### src/odtdq_pkg.sv
// Purpose: Shared constants for the termination select and DQS timer logic.
// Assumes: Mode register addresses are six bits and operands eight bits.
// Notes: Every offset, field position, reset value and count is named here once.
package odtdq_pkg;
    localparam logic [5:0] TERM_DISABLE_ADDR = 6'h16;
    localparam logic [5:0] DQS_RUN_TIME_ADDR = 6'h17;
    localparam logic [7:0] TERM_DISABLE_RESET = 8'h00;
    localparam logic [7:0] DQS_RUN_TIME_RESET = 8'h00;
    localparam int CK_CLK_BIT = 3;
    localparam int CS_OFF_BIT = 4;
    localparam int CA_OFF_BIT = 5;
    localparam int LOWER_BYTE_OFF_BIT = 6;
    localparam int UPPER_BYTE_OFF_BIT = 7;
    localparam int BYTE_MODE_LSB = 4;
    localparam int BYTE_MODE_MSB = 6;
    localparam logic [6:0] STOP_OSC_CODE = 7'h4d;
    localparam logic [6:0] START_OSC_CODE = 7'h4b;
    localparam logic [6:0] TIMER_STEP_CLKS = 7'h10;
    localparam logic [7:0] RUN_TIME_MAX = 8'h04;
    localparam int CNT_W = 7;
endpackage

### src/odtdq_dqs_timer.sv
// Purpose: DQS interval timer that runs in command clock ticks.
// Assumes: tick_i is a one-cycle pulse per command clock rising edge.
// Notes: A start during a run restarts the count from zero.
`timescale 1ns/1ps
module odtdq_dqs_timer
(
    input wire logic clk_i,
    input wire logic rstn_i,
    input wire logic tick_i,
    input wire logic start_i,
    input wire logic stop_i,
    input wire logic [7:0] run_time_i,
    output logic running_o
);
    typedef enum logic [1:0]
    {
        ODTDQ_IDLE = 2'b01,
        ODTDQ_RUN = 2'b10
    } odtdq_tstate_t;

    typedef struct packed
    {
        odtdq_tstate_t st;
        logic [odtdq_pkg::CNT_W-1:0] cnt;
    } odtdq_timer_t;

    odtdq_timer_t q, d;
    logic [odtdq_pkg::CNT_W-1:0] limit;
    logic [odtdq_pkg::CNT_W-1:0] cnt_inc;

    always_comb
    begin
        d = q;
        if (run_time_i > odtdq_pkg::RUN_TIME_MAX)
        begin
            limit = 7'(odtdq_pkg::TIMER_STEP_CLKS * 7'(odtdq_pkg::RUN_TIME_MAX));
        end
        else
        begin
            limit = 7'(odtdq_pkg::TIMER_STEP_CLKS * 7'(run_time_i));
        end
        cnt_inc = q.cnt + 7'h01;
        case (q.st)
            ODTDQ_IDLE:
            begin
                if (start_i)
                begin
                    d.st = ODTDQ_RUN;
                    d.cnt = 7'h00;
                end
            end
            ODTDQ_RUN:
            begin
                if (start_i)
                begin
                    d.cnt = 7'h00;
                end
                else if (stop_i && run_time_i == 8'h00)
                begin
                    d.st = ODTDQ_IDLE;
                end
                else if (tick_i)
                begin
                    d.cnt = cnt_inc;
                    if (limit != 7'h00 && cnt_inc >= limit)
                    begin
                        d.st = ODTDQ_IDLE;
                    end
                end
            end
            default:
            begin
                d.st = ODTDQ_IDLE;
                d.cnt = 7'h00;
            end
        endcase
    end

    always_ff @(posedge clk_i or negedge rstn_i)
    begin
        if (!rstn_i)
        begin
            q <= '{st: ODTDQ_IDLE, cnt: 7'h00};
        end
        else
        begin
            q <= d;
        end
    end

    assign running_o = (q.st == ODTDQ_RUN);
endmodule

### src/odtdq_regs.sv
// Purpose: Termination disable set points, run time register and command decode.
// Assumes: Command pins are stable around each rising edge of the command clock.
// Notes: Pins pass two flip-flops; the command clock edge is found by sampling.
// How it works
// - Two copies per disable bit; write and read use the write set point.
// - Termination is driven only from the copy of the operating set point.
// - Bond input is ignored; enable and disable registers alone decide termination.
// - Per-byte table applies only while byte-mode field bits 6 to 4 are nonzero.
// - Bits 5,4,3 drop CA, CS, CK; bits 6,7 drop lower, upper byte.
// - Run time register is write-only, resets to zero; zero means stop by command.
// - Run time N from 1 to 4 stops the timer 16 times N clocks later.
// - Stop-oscillator command halts the timer while run time is zero.
// - A start-oscillator command clears count registers and starts the timer.
`timescale 1ns/1ps
module odtdq_regs
(
    input wire logic clk_i,
    input wire logic rstn_i,
    input wire logic ck_i,
    input wire logic cmd_mrw_i,
    input wire logic cmd_mrr_i,
    input wire logic cmd_mpc_i,
    input wire logic [5:0] cmd_addr_i,
    input wire logic [7:0] cmd_data_i,
    input wire logic termination_bond_input_i,
    input wire logic write_set_point_select_i,
    input wire logic operating_set_point_select_i,
    input wire logic [7:0] termination_enable_register_i,
    output logic [7:0] mrr_data_o,
    output logic mrr_valid_o,
    output logic ca_term_lower_o,
    output logic ca_term_upper_o,
    output logic cs_term_lower_o,
    output logic cs_term_upper_o,
    output logic ck_term_lower_o,
    output logic ck_term_upper_o,
    output logic osc_count_clear_o,
    output logic dqs_timer_running_o
);
    localparam int SW = 18;

    typedef struct packed
    {
        logic [SW-1:0] s1;
        logic [SW-1:0] s2;
        logic ck_prev;
        logic [7:0] tdis0;
        logic [7:0] tdis1;
        logic [7:0] run_time;
        logic [7:0] rd_data;
        logic rd_valid;
        logic clr;
        logic [5:0] term;
    } odtdq_state_t;

    odtdq_state_t q, d;
    logic ck_s, mrw_s, mrr_s, mpc_s;
    logic [5:0] addr_s;
    logic [7:0] data_s;
    logic ck_rise, start_p, stop_p;
    logic [7:0] active;
    logic [7:0] wr_copy;
    logic enabled;
    logic [1:0] hit, op;

    // A lane is terminated only if enabled and neither its byte nor its signal is dropped.
    function automatic logic term_on(input logic en, input logic byte_off, input logic sig_off);
        term_on = en & ~byte_off & ~sig_off;
    endfunction

    // Address decode shared by the write and read paths; bit 0 is the disable register.
    function automatic logic [1:0] reg_hit(input logic [5:0] addr);
        logic [1:0] hit_v;
        hit_v = 2'b00;
        if (addr == odtdq_pkg::TERM_DISABLE_ADDR)
        begin
            hit_v = 2'b01;
        end
        else if (addr == odtdq_pkg::DQS_RUN_TIME_ADDR)
        begin
            hit_v = 2'b10;
        end
        reg_hit = hit_v;
    endfunction

    // Only the low seven operand bits select the operation, so bit 7 is ignored.
    function automatic logic [1:0] osc_op(input logic [7:0] operand);
        logic [1:0] op_v;
        op_v = 2'b00;
        if (operand[6:0] == odtdq_pkg::START_OSC_CODE)
        begin
            op_v = 2'b01;
        end
        else if (operand[6:0] == odtdq_pkg::STOP_OSC_CODE)
        begin
            op_v = 2'b10;
        end
        osc_op = op_v;
    endfunction

    assign {ck_s, mrw_s, mrr_s, mpc_s, addr_s, data_s} = q.s2;

    always_comb
    begin
        d = q;
        d.s1 = {ck_i, cmd_mrw_i, cmd_mrr_i, cmd_mpc_i, cmd_addr_i, cmd_data_i};
        d.s2 = q.s1;
        d.ck_prev = ck_s;
        ck_rise = ck_s & ~q.ck_prev;
        d.rd_valid = 1'b0;
        d.clr = 1'b0;
        start_p = 1'b0;
        stop_p = 1'b0;
        hit = reg_hit(addr_s);
        op = osc_op(data_s);
        // Copy chosen by write set point.
        wr_copy = write_set_point_select_i ? q.tdis1 : q.tdis0;
        if (ck_rise && mrw_s)
        begin
            if (hit[0])
            begin
                if (write_set_point_select_i)
                begin
                    d.tdis1 = data_s;
                end
                else
                begin
                    d.tdis0 = data_s;
                end
            end
            else if (hit[1])
            begin
                d.run_time = data_s;
            end
        end
        else if (ck_rise && mrr_s)
        begin
            d.rd_valid = 1'b1;
            if (hit[0])
            begin
                d.rd_data = wr_copy;
            end
            else
            begin
                d.rd_data = 8'h00;
            end
        end
        else if (ck_rise && mpc_s)
        begin
            if (op[0])
            begin
                start_p = 1'b1;
                d.clr = 1'b1;
            end
            // Stop with nonzero run time is ignored.
            else if (op[1])
            begin
                stop_p = 1'b1;
            end
        end
        active = operating_set_point_select_i ? q.tdis1 : q.tdis0;
        enabled = termination_enable_register_i[odtdq_pkg::BYTE_MODE_MSB:odtdq_pkg::BYTE_MODE_LSB]
            != 3'b000;
        // Bond input unused here; per-byte decode.
        d.term[0] = term_on(enabled, active[odtdq_pkg::LOWER_BYTE_OFF_BIT],
            active[odtdq_pkg::CA_OFF_BIT]);
        d.term[1] = term_on(enabled, active[odtdq_pkg::UPPER_BYTE_OFF_BIT],
            active[odtdq_pkg::CA_OFF_BIT]);
        d.term[2] = term_on(enabled, active[odtdq_pkg::LOWER_BYTE_OFF_BIT],
            active[odtdq_pkg::CS_OFF_BIT]);
        d.term[3] = term_on(enabled, active[odtdq_pkg::UPPER_BYTE_OFF_BIT],
            active[odtdq_pkg::CS_OFF_BIT]);
        d.term[4] = term_on(enabled, active[odtdq_pkg::LOWER_BYTE_OFF_BIT],
            active[odtdq_pkg::CK_CLK_BIT]);
        d.term[5] = term_on(enabled, active[odtdq_pkg::UPPER_BYTE_OFF_BIT],
            active[odtdq_pkg::CK_CLK_BIT]);
    end

    always_ff @(posedge clk_i or negedge rstn_i)
    begin
        if (!rstn_i)
        begin
            q <= '{s1: '0, s2: '0, ck_prev: 1'b0,
                tdis0: odtdq_pkg::TERM_DISABLE_RESET,
                tdis1: odtdq_pkg::TERM_DISABLE_RESET,
                run_time: odtdq_pkg::DQS_RUN_TIME_RESET,
                rd_data: 8'h00, rd_valid: 1'b0, clr: 1'b0, term: 6'h00};
        end
        else
        begin
            q <= d;
        end
    end

    // The timer counts command clock edges, so its length tracks the command clock rate.
    odtdq_dqs_timer u_odtdq_dqs_timer
    (
        .clk_i(clk_i),
        .rstn_i(rstn_i),
        .tick_i(ck_rise),
        .start_i(start_p),
        .stop_i(stop_p),
        .run_time_i(q.run_time),
        .running_o(dqs_timer_running_o)
    );

    assign mrr_data_o = q.rd_data;
    assign mrr_valid_o = q.rd_valid;
    assign osc_count_clear_o = q.clr;
    assign ca_term_lower_o = q.term[0];
    assign ca_term_upper_o = q.term[1];
    assign cs_term_lower_o = q.term[2];
    assign cs_term_upper_o = q.term[3];
    assign ck_term_lower_o = q.term[4];
    assign ck_term_upper_o = q.term[5];
endmodule

### config.mk
export PLATFORM = sky130hd
export DESIGN_NAME = odtdq_regs
export DESIGN_NICKNAME = d
export VERILOG_FILES = /design/src/odtdq_pkg.sv /design/src/odtdq_dqs_timer.sv /design/src/odtdq_regs.sv
export SDC_FILE = /design/constraint.sdc
export NUM_CORES = 1
export LEC_CHECK = 0
export ABC_AREA = 0
export BUFFER_PORTS_ARGS = -buffer_cell sky130_fd_sc_hd__buf_2
export CAP_MARGIN = 20
export CORE_ASPECT_RATIO = 2
export CORE_MARGIN = 10
export CORE_UTILIZATION = 57
export DETAILED_ROUTE_END_ITERATION = 6
export PLACE_DENSITY = 0.8
export SKIP_CTS_REPAIR_TIMING = 1
export SLEW_MARGIN = 40
export SYNTH_ARGS = -nofsm -noshare
export SYNTH_HDL_FRONTEND = slang
export SYNTH_HIERARCHICAL = 1
export SYNTH_SLANG_ARGS = --single-unit
### constraint.sdc
create_clock -name clk_i -period 7.1 [get_ports clk_i]
set_input_delay 0.355 -clock clk_i [delete_from_list [all_inputs] [get_ports clk_i]]
set_output_delay 0.355 -clock clk_i [all_outputs]
set_load 0.005 [all_outputs]
* After elaboration in Yosys (flattened, before gate mapping)
Index checks and enable logic that the tools add are counted.
** Word-level totals
- Output and inout port bits :: 17
- Input bits :: 31
- Register bits :: 86
- Memories kept :: 0
- Bits in writable memories :: 0
- Latch bits :: 0
- Memory bits (read-only) :: 0
** Cells by class
- $add $sub $neg :: 1
- Magnitude comparators :: 2
- Shifts and indexed selects :: 0
- Reductions and logical operators :: 14
- Divide/modulo/power cells :: 0
- Muxes and demuxes :: 27
- Multipliers :: 0
- Bitwise logic cells :: 18
- Equal/unequal tests :: 12
** Operator list (count)
- $mux 8 :: 3
- $mux 7 :: 3
- $mux 9 :: 2
- $pmux 9 s2 :: 1
- $mux 2 :: 8
- $eq 7x7->1 const B :: 2
- $eq 6x5->1 const B :: 2
- $reduce_and 3->1 :: 4
- $mux 1 :: 10
- $and 1x1->1 :: 9
- $ne 3x1->1 const B :: 3
- $not 1->1 :: 9
- $gt 8x3->1 const B :: 1
- $logic_not 8->1 :: 1
- $add 7x1->7 const B :: 1
- $ge 7x7->1 :: 1
- $reduce_bool 7->1 :: 1
- $logic_and 1x1->1 :: 5
- $ne 2x2->1 const B :: 2
- $reduce_and 4->1 :: 1
- $ne 3x3->1 const B :: 1
- $reduce_bool 3->1 :: 1
- $eq 2x1->1 const B :: 1
- $eq 2x2->1 const B :: 1
- $reduce_and 2->1 :: 1

* Logic depth before layout (Yosys ltp)
- Word-level depth :: 12
- Depth in mapped cells :: 10

* Modules after synthesis
The synthesis kept the hierarchy.
** Modules (own cells, without submodules)
- odtdq_regs :: area an instance 2723.9 µm², sequential area each 1926.8 µm², instances 1, cells each 168
- odtdq_dqs_timer :: area an instance 708.2 µm², sequential area each 226.5 µm², instances 1, cells each 79

* Worst setup path after synthesis
Ideal clock, no wire load.
- Path type :: register to register
- Start point :: register q[19] (netlist bit)
- End point :: register u_odtdq_dqs_timer/q[8] (netlist bit)
- Cell stages (with the launch flop) :: 10
- Data required time :: 6.975 ns
- Path buffers :: 0
- Clock period less this slack :: 2.387 ns
- Arrival :: 2.262 ns
- Setup time :: 0.125 ns
- Slack :: 4.713 ns
- Path through :: dfrtp_1 -> nor4_2 -> and2_1 -> nand2_1 -> ha_1 -> nor2b_1 -> o21a_1 -> o311ai_1 -> a31o_2 -> mux2_4
** Between the ends
- Word-level cells in the longest chain between the ends :: 6
- Elaborated cells between the ends (all ways) :: 13
- Those cells by class :: order compare: 2; eq/ne: 2; mux: 4; reduce/logical: 5
** Ends and longest elaborated chain
- from (decl) :: line odtdq_regs.sv:56 : odtdq_state_t q, d;
- from (signal assigned) :: line odtdq_regs.sv:183 : q <= '{s1: '0, s2: '0, ck_prev: 1'b0,
- $gt 8x3->1 :: line odtdq_dqs_timer.sv:34 : if (run_time_i > odtdq_pkg::RUN_TIME_MAX)
- $mux 7 :: line odtdq_dqs_timer.sv:34
- $ge 7x7->1 or $reduce_bool 7->1 (tied branches) :: line odtdq_dqs_timer.sv:65 : if (limit != 7'h00 && cnt_inc >= limit)
- $logic_and 1x1->1 :: line odtdq_dqs_timer.sv:65
- $ne 3x1->1 (no source line)
- $reduce_and 4->1 (no source line)
- to (signal assigned) :: line odtdq_dqs_timer.sv:83 : q <= '{st: ODTDQ_IDLE, cnt: 7'h00};
- to (decl) :: line odtdq_dqs_timer.sv:27 : odtdq_timer_t q, d;
Several ways; a longest one is shown, not always the timed one. The select of a mux whose other input is x is not followed.
A chain may end at the register's enable or synchronous reset.

* Worst setup path after layout
Ends and elaborated chain as after synthesis.

==> qor.yml <==
cts_tree: "built"
die_x_um: 74.9
synth_cell_types: 41
worstMarginPinSlew_ns: 0.782
drc: 0
status: "finished clean"
crit_required_ns: 7.31
clk_root_buffer_cell: "clkbuf_16"
maxCapViolCount: 0
utilization: 0.655
drtIter0Drc: 130
vias: 1951
design.core.area_sq_um: 5960
via_per_inst: 5.59
use_met2: 0.245
first_global_vias: 2059
clock_sinks: 86
cts_max_path_buffers: 2
rows: 40
globalplace.congestion: 0.826
synth_cells: 247
peakVddDrop_mv: 0.219
dr.pass1.iters: 4
fin_nets: 321
final_common_cell: "dfrtp_1"
start_kind: "flop"
grt_pass1_wl_mm: 9.86
top_usage_layer: "met2"
clk_pin_slew_ns: 0.06
ioPinCount: 48
dpl_cell_area_sq_um: 3600
area_growth_pct: 13.6
final_area_sq_um: 3900
power_per_cell_area_nw_per_um2: 293
fin_tns_setup_ns: 0
dp.final_hpwl_mm: 4.29
h-tree-depth: 3
setup-violations-final: 0
die_y_um: 130
nFillCells: 435
syn_area_sq_um: 3430
antenna_found_initial: 0
grtUsageMet3: 0.0395
cts_buffers: 9
grt_start_max_net_pins: 87
port_buffers: 41
rsz0062_at_grt: "no"
criticalPathCategory: "reg2reg"
total_leakage_power_nw: 1.94
period_needed_ns: 2.68
die-area_sq_um: 9710
avgSynthCellArea_sq_um: 13.9
slew_viol_final: 0
crit_fanout: 4
worst_ep_arrival_time_ns: 2.89
grtUsageTotal: 0.135
hold_violations: 0
initial_core_util: 0.576
synth_nets: 286
dp.cells: 334
min_period_over_period: 0.377
total_power_mw: 1.14
ant_nets: 0
max_slew_margin: 0.479
overflow: 0
crit_path_end_kind: "flop"
routedWlPerCell_um: 17.0
met1_usage: 0.129
drive_gt1_frac: 0.332
clk_latency_ns: 0.33
fin_cells: 349
ys_seq_area_frac: 0.627
fmax_mhz: 374
antenna_cells: 0
ys_seq_elements: 86
yosys_warnings: 6
hold_class: "in2async"
wl_mm: 5.93
layout_common_cells: "dfrtp_1, buf_2, mux2_2, nand2_1, nor2_1"
finClkSkew_ns: 0.00517
## worst max-delay path: stages, from the launching register on
cell,delay (ns)
dfrtp_1,0.39
nor4_2,0.45
and2_1,0.23
nand2_1,0.06
ha_1,0.30
nor2b_1,0.13
o21a_1,0.16
o311ai_1,0.29
a31o_2,0.25
mux2_4,0.30
## sequential cells by signal, indices dropped and copies added, names as in the netlist
name,cells
cs_term_upper_o,1
mrr_valid_o,1
ck_term_upper_o,1
mpc_s,1
cs_term_lower_o,1
osc_count_clear_o,1
mrw_s,1
ca_term_lower_o,1
ca_term_upper_o,1
ck_s,1
mrr_data_o,8
mrr_s,1
q,25
u_odtdq_dqs_timer/q,9
data_s,8
ck_term_lower_o,1
d,18
addr_s,6
## worst paths after layout
kind,start,to,slack [ns],depth (start not counted)
min in group clk_i,cmd_addr_i[3],d[52]$_DFF_PN0_,0.13,1
worst min register to register,d[42]$_DFF_PN0_,data_s[1]$_DFF_PN0_,0.35,0
worst max register to register,q[19]$_DFFE_PN0P_,u_odtdq_dqs_timer/q[8]$_DFFE_PN0P_,4.42,9
worst max-delay path,q[19]$_DFFE_PN0P_,u_odtdq_dqs_timer/q[8]$_DFFE_PN0P_,4.42,9
worst min-delay path,rstn_i,mrr_data_o[0]$_DFFE_PN0P_,0.08,1
max in group asynchronous,rstn_i,q[35]$_DFFE_PN0P_,6.55,1
## synth_stat cells
cell type	instances	area [sq um]
mux2_4	3	45.0
nand4_4	2	42.5
o21ai_0	7	35.0
mux2_2	25	282
and3_1	2	12.5
nor4_2	1	12.5
and2b_1	2	15.0
nand4_1	3	18.8
nand4b_4	1	23.8
nand4b_1	1	8.76
nand4bb_1	1	11.3
or3_1	1	6.26
nor2_1	13	48.8
nand2b_1	1	6.26
buf_2	2	10.0
nor3b_1	3	22.5
and4b_1	1	10.0
a31o_2	2	17.5
nor2b_1	1	6.26
dfrtp_1	85	2130
and4bb_1	1	12.5
o31ai_1	10	75.1
dfstp_2	1	26.3
nand2_1	21	78.8
clkbuf_4	1	7.51
and3b_1	1	8.76
a311oi_2	1	15.0
buf_6	2	22.5
mux2i_1	11	110
o311ai_1	1	8.76
xor2_1	4	35.0
buf_4	9	67.6
o21ai_2	1	8.76
ha_1	8	100
o21a_1	1	7.51
or2_2	1	6.26
clkbuf_1	3	11.3
inv_1	4	15.0
and2_1	1	6.26
a211oi_2	1	12.5
nand3_1	7	35.0
## power by group
group | leakage, nW | internal, mW | switching (mW)
sequential | 1.08 | 0.522 | 0.0227
clock | 0.139 | 0.273 | 0.184
combinational | 0.717 | 0.0572 | 0.0844
## final cells by class
cell class,count,area [sq um],share of cell area
multi-input combinational,140,1140,0.294
tap,63,78.8,0.0202
sequential,86,2150,0.552
clock buffer,9,225,0.0577
timing repair buffer,41,211,0.0542
clock inverter,6,71.3,0.0183
inverter,4,15.0,0.00385
## cell families (layout without fill, tap and decap cells)
family,after synthesis,in the layout,share of synthesized area
xor+xnor,4,4,0.0102
flops,86,86,0.627
buf+inv,21,60,0.0390
fa+ha+maj,8,8,0.0292
mux,39,39,0.127
compound gates,24,24,0.0525
simple gates,65,65,0.114
## routing by layer
| layer | part of all wire | wire length (um) |
|---|---|---|
| met1 | 0.36 | 2130 |
| met2 | 0.56 | 3350 |
| met3 | 0.045 | 267 |
| met4 | 0.032 | 189 |
| met5 | 0 | 0 |
## per-stage QoR
step | hold slack [ns] | setup slack (ns)
after CTS | 0.100 | 4.48
final | 0.0751 | 4.42
after global placement | 0.332 | 4.54
after floorplan | 0.0594 | 4.71
after detailed placement | 0.335 | 4.52
after global routing | 0.115 | 4.32
Note: power is estimated with default switching activity, not from simulation.
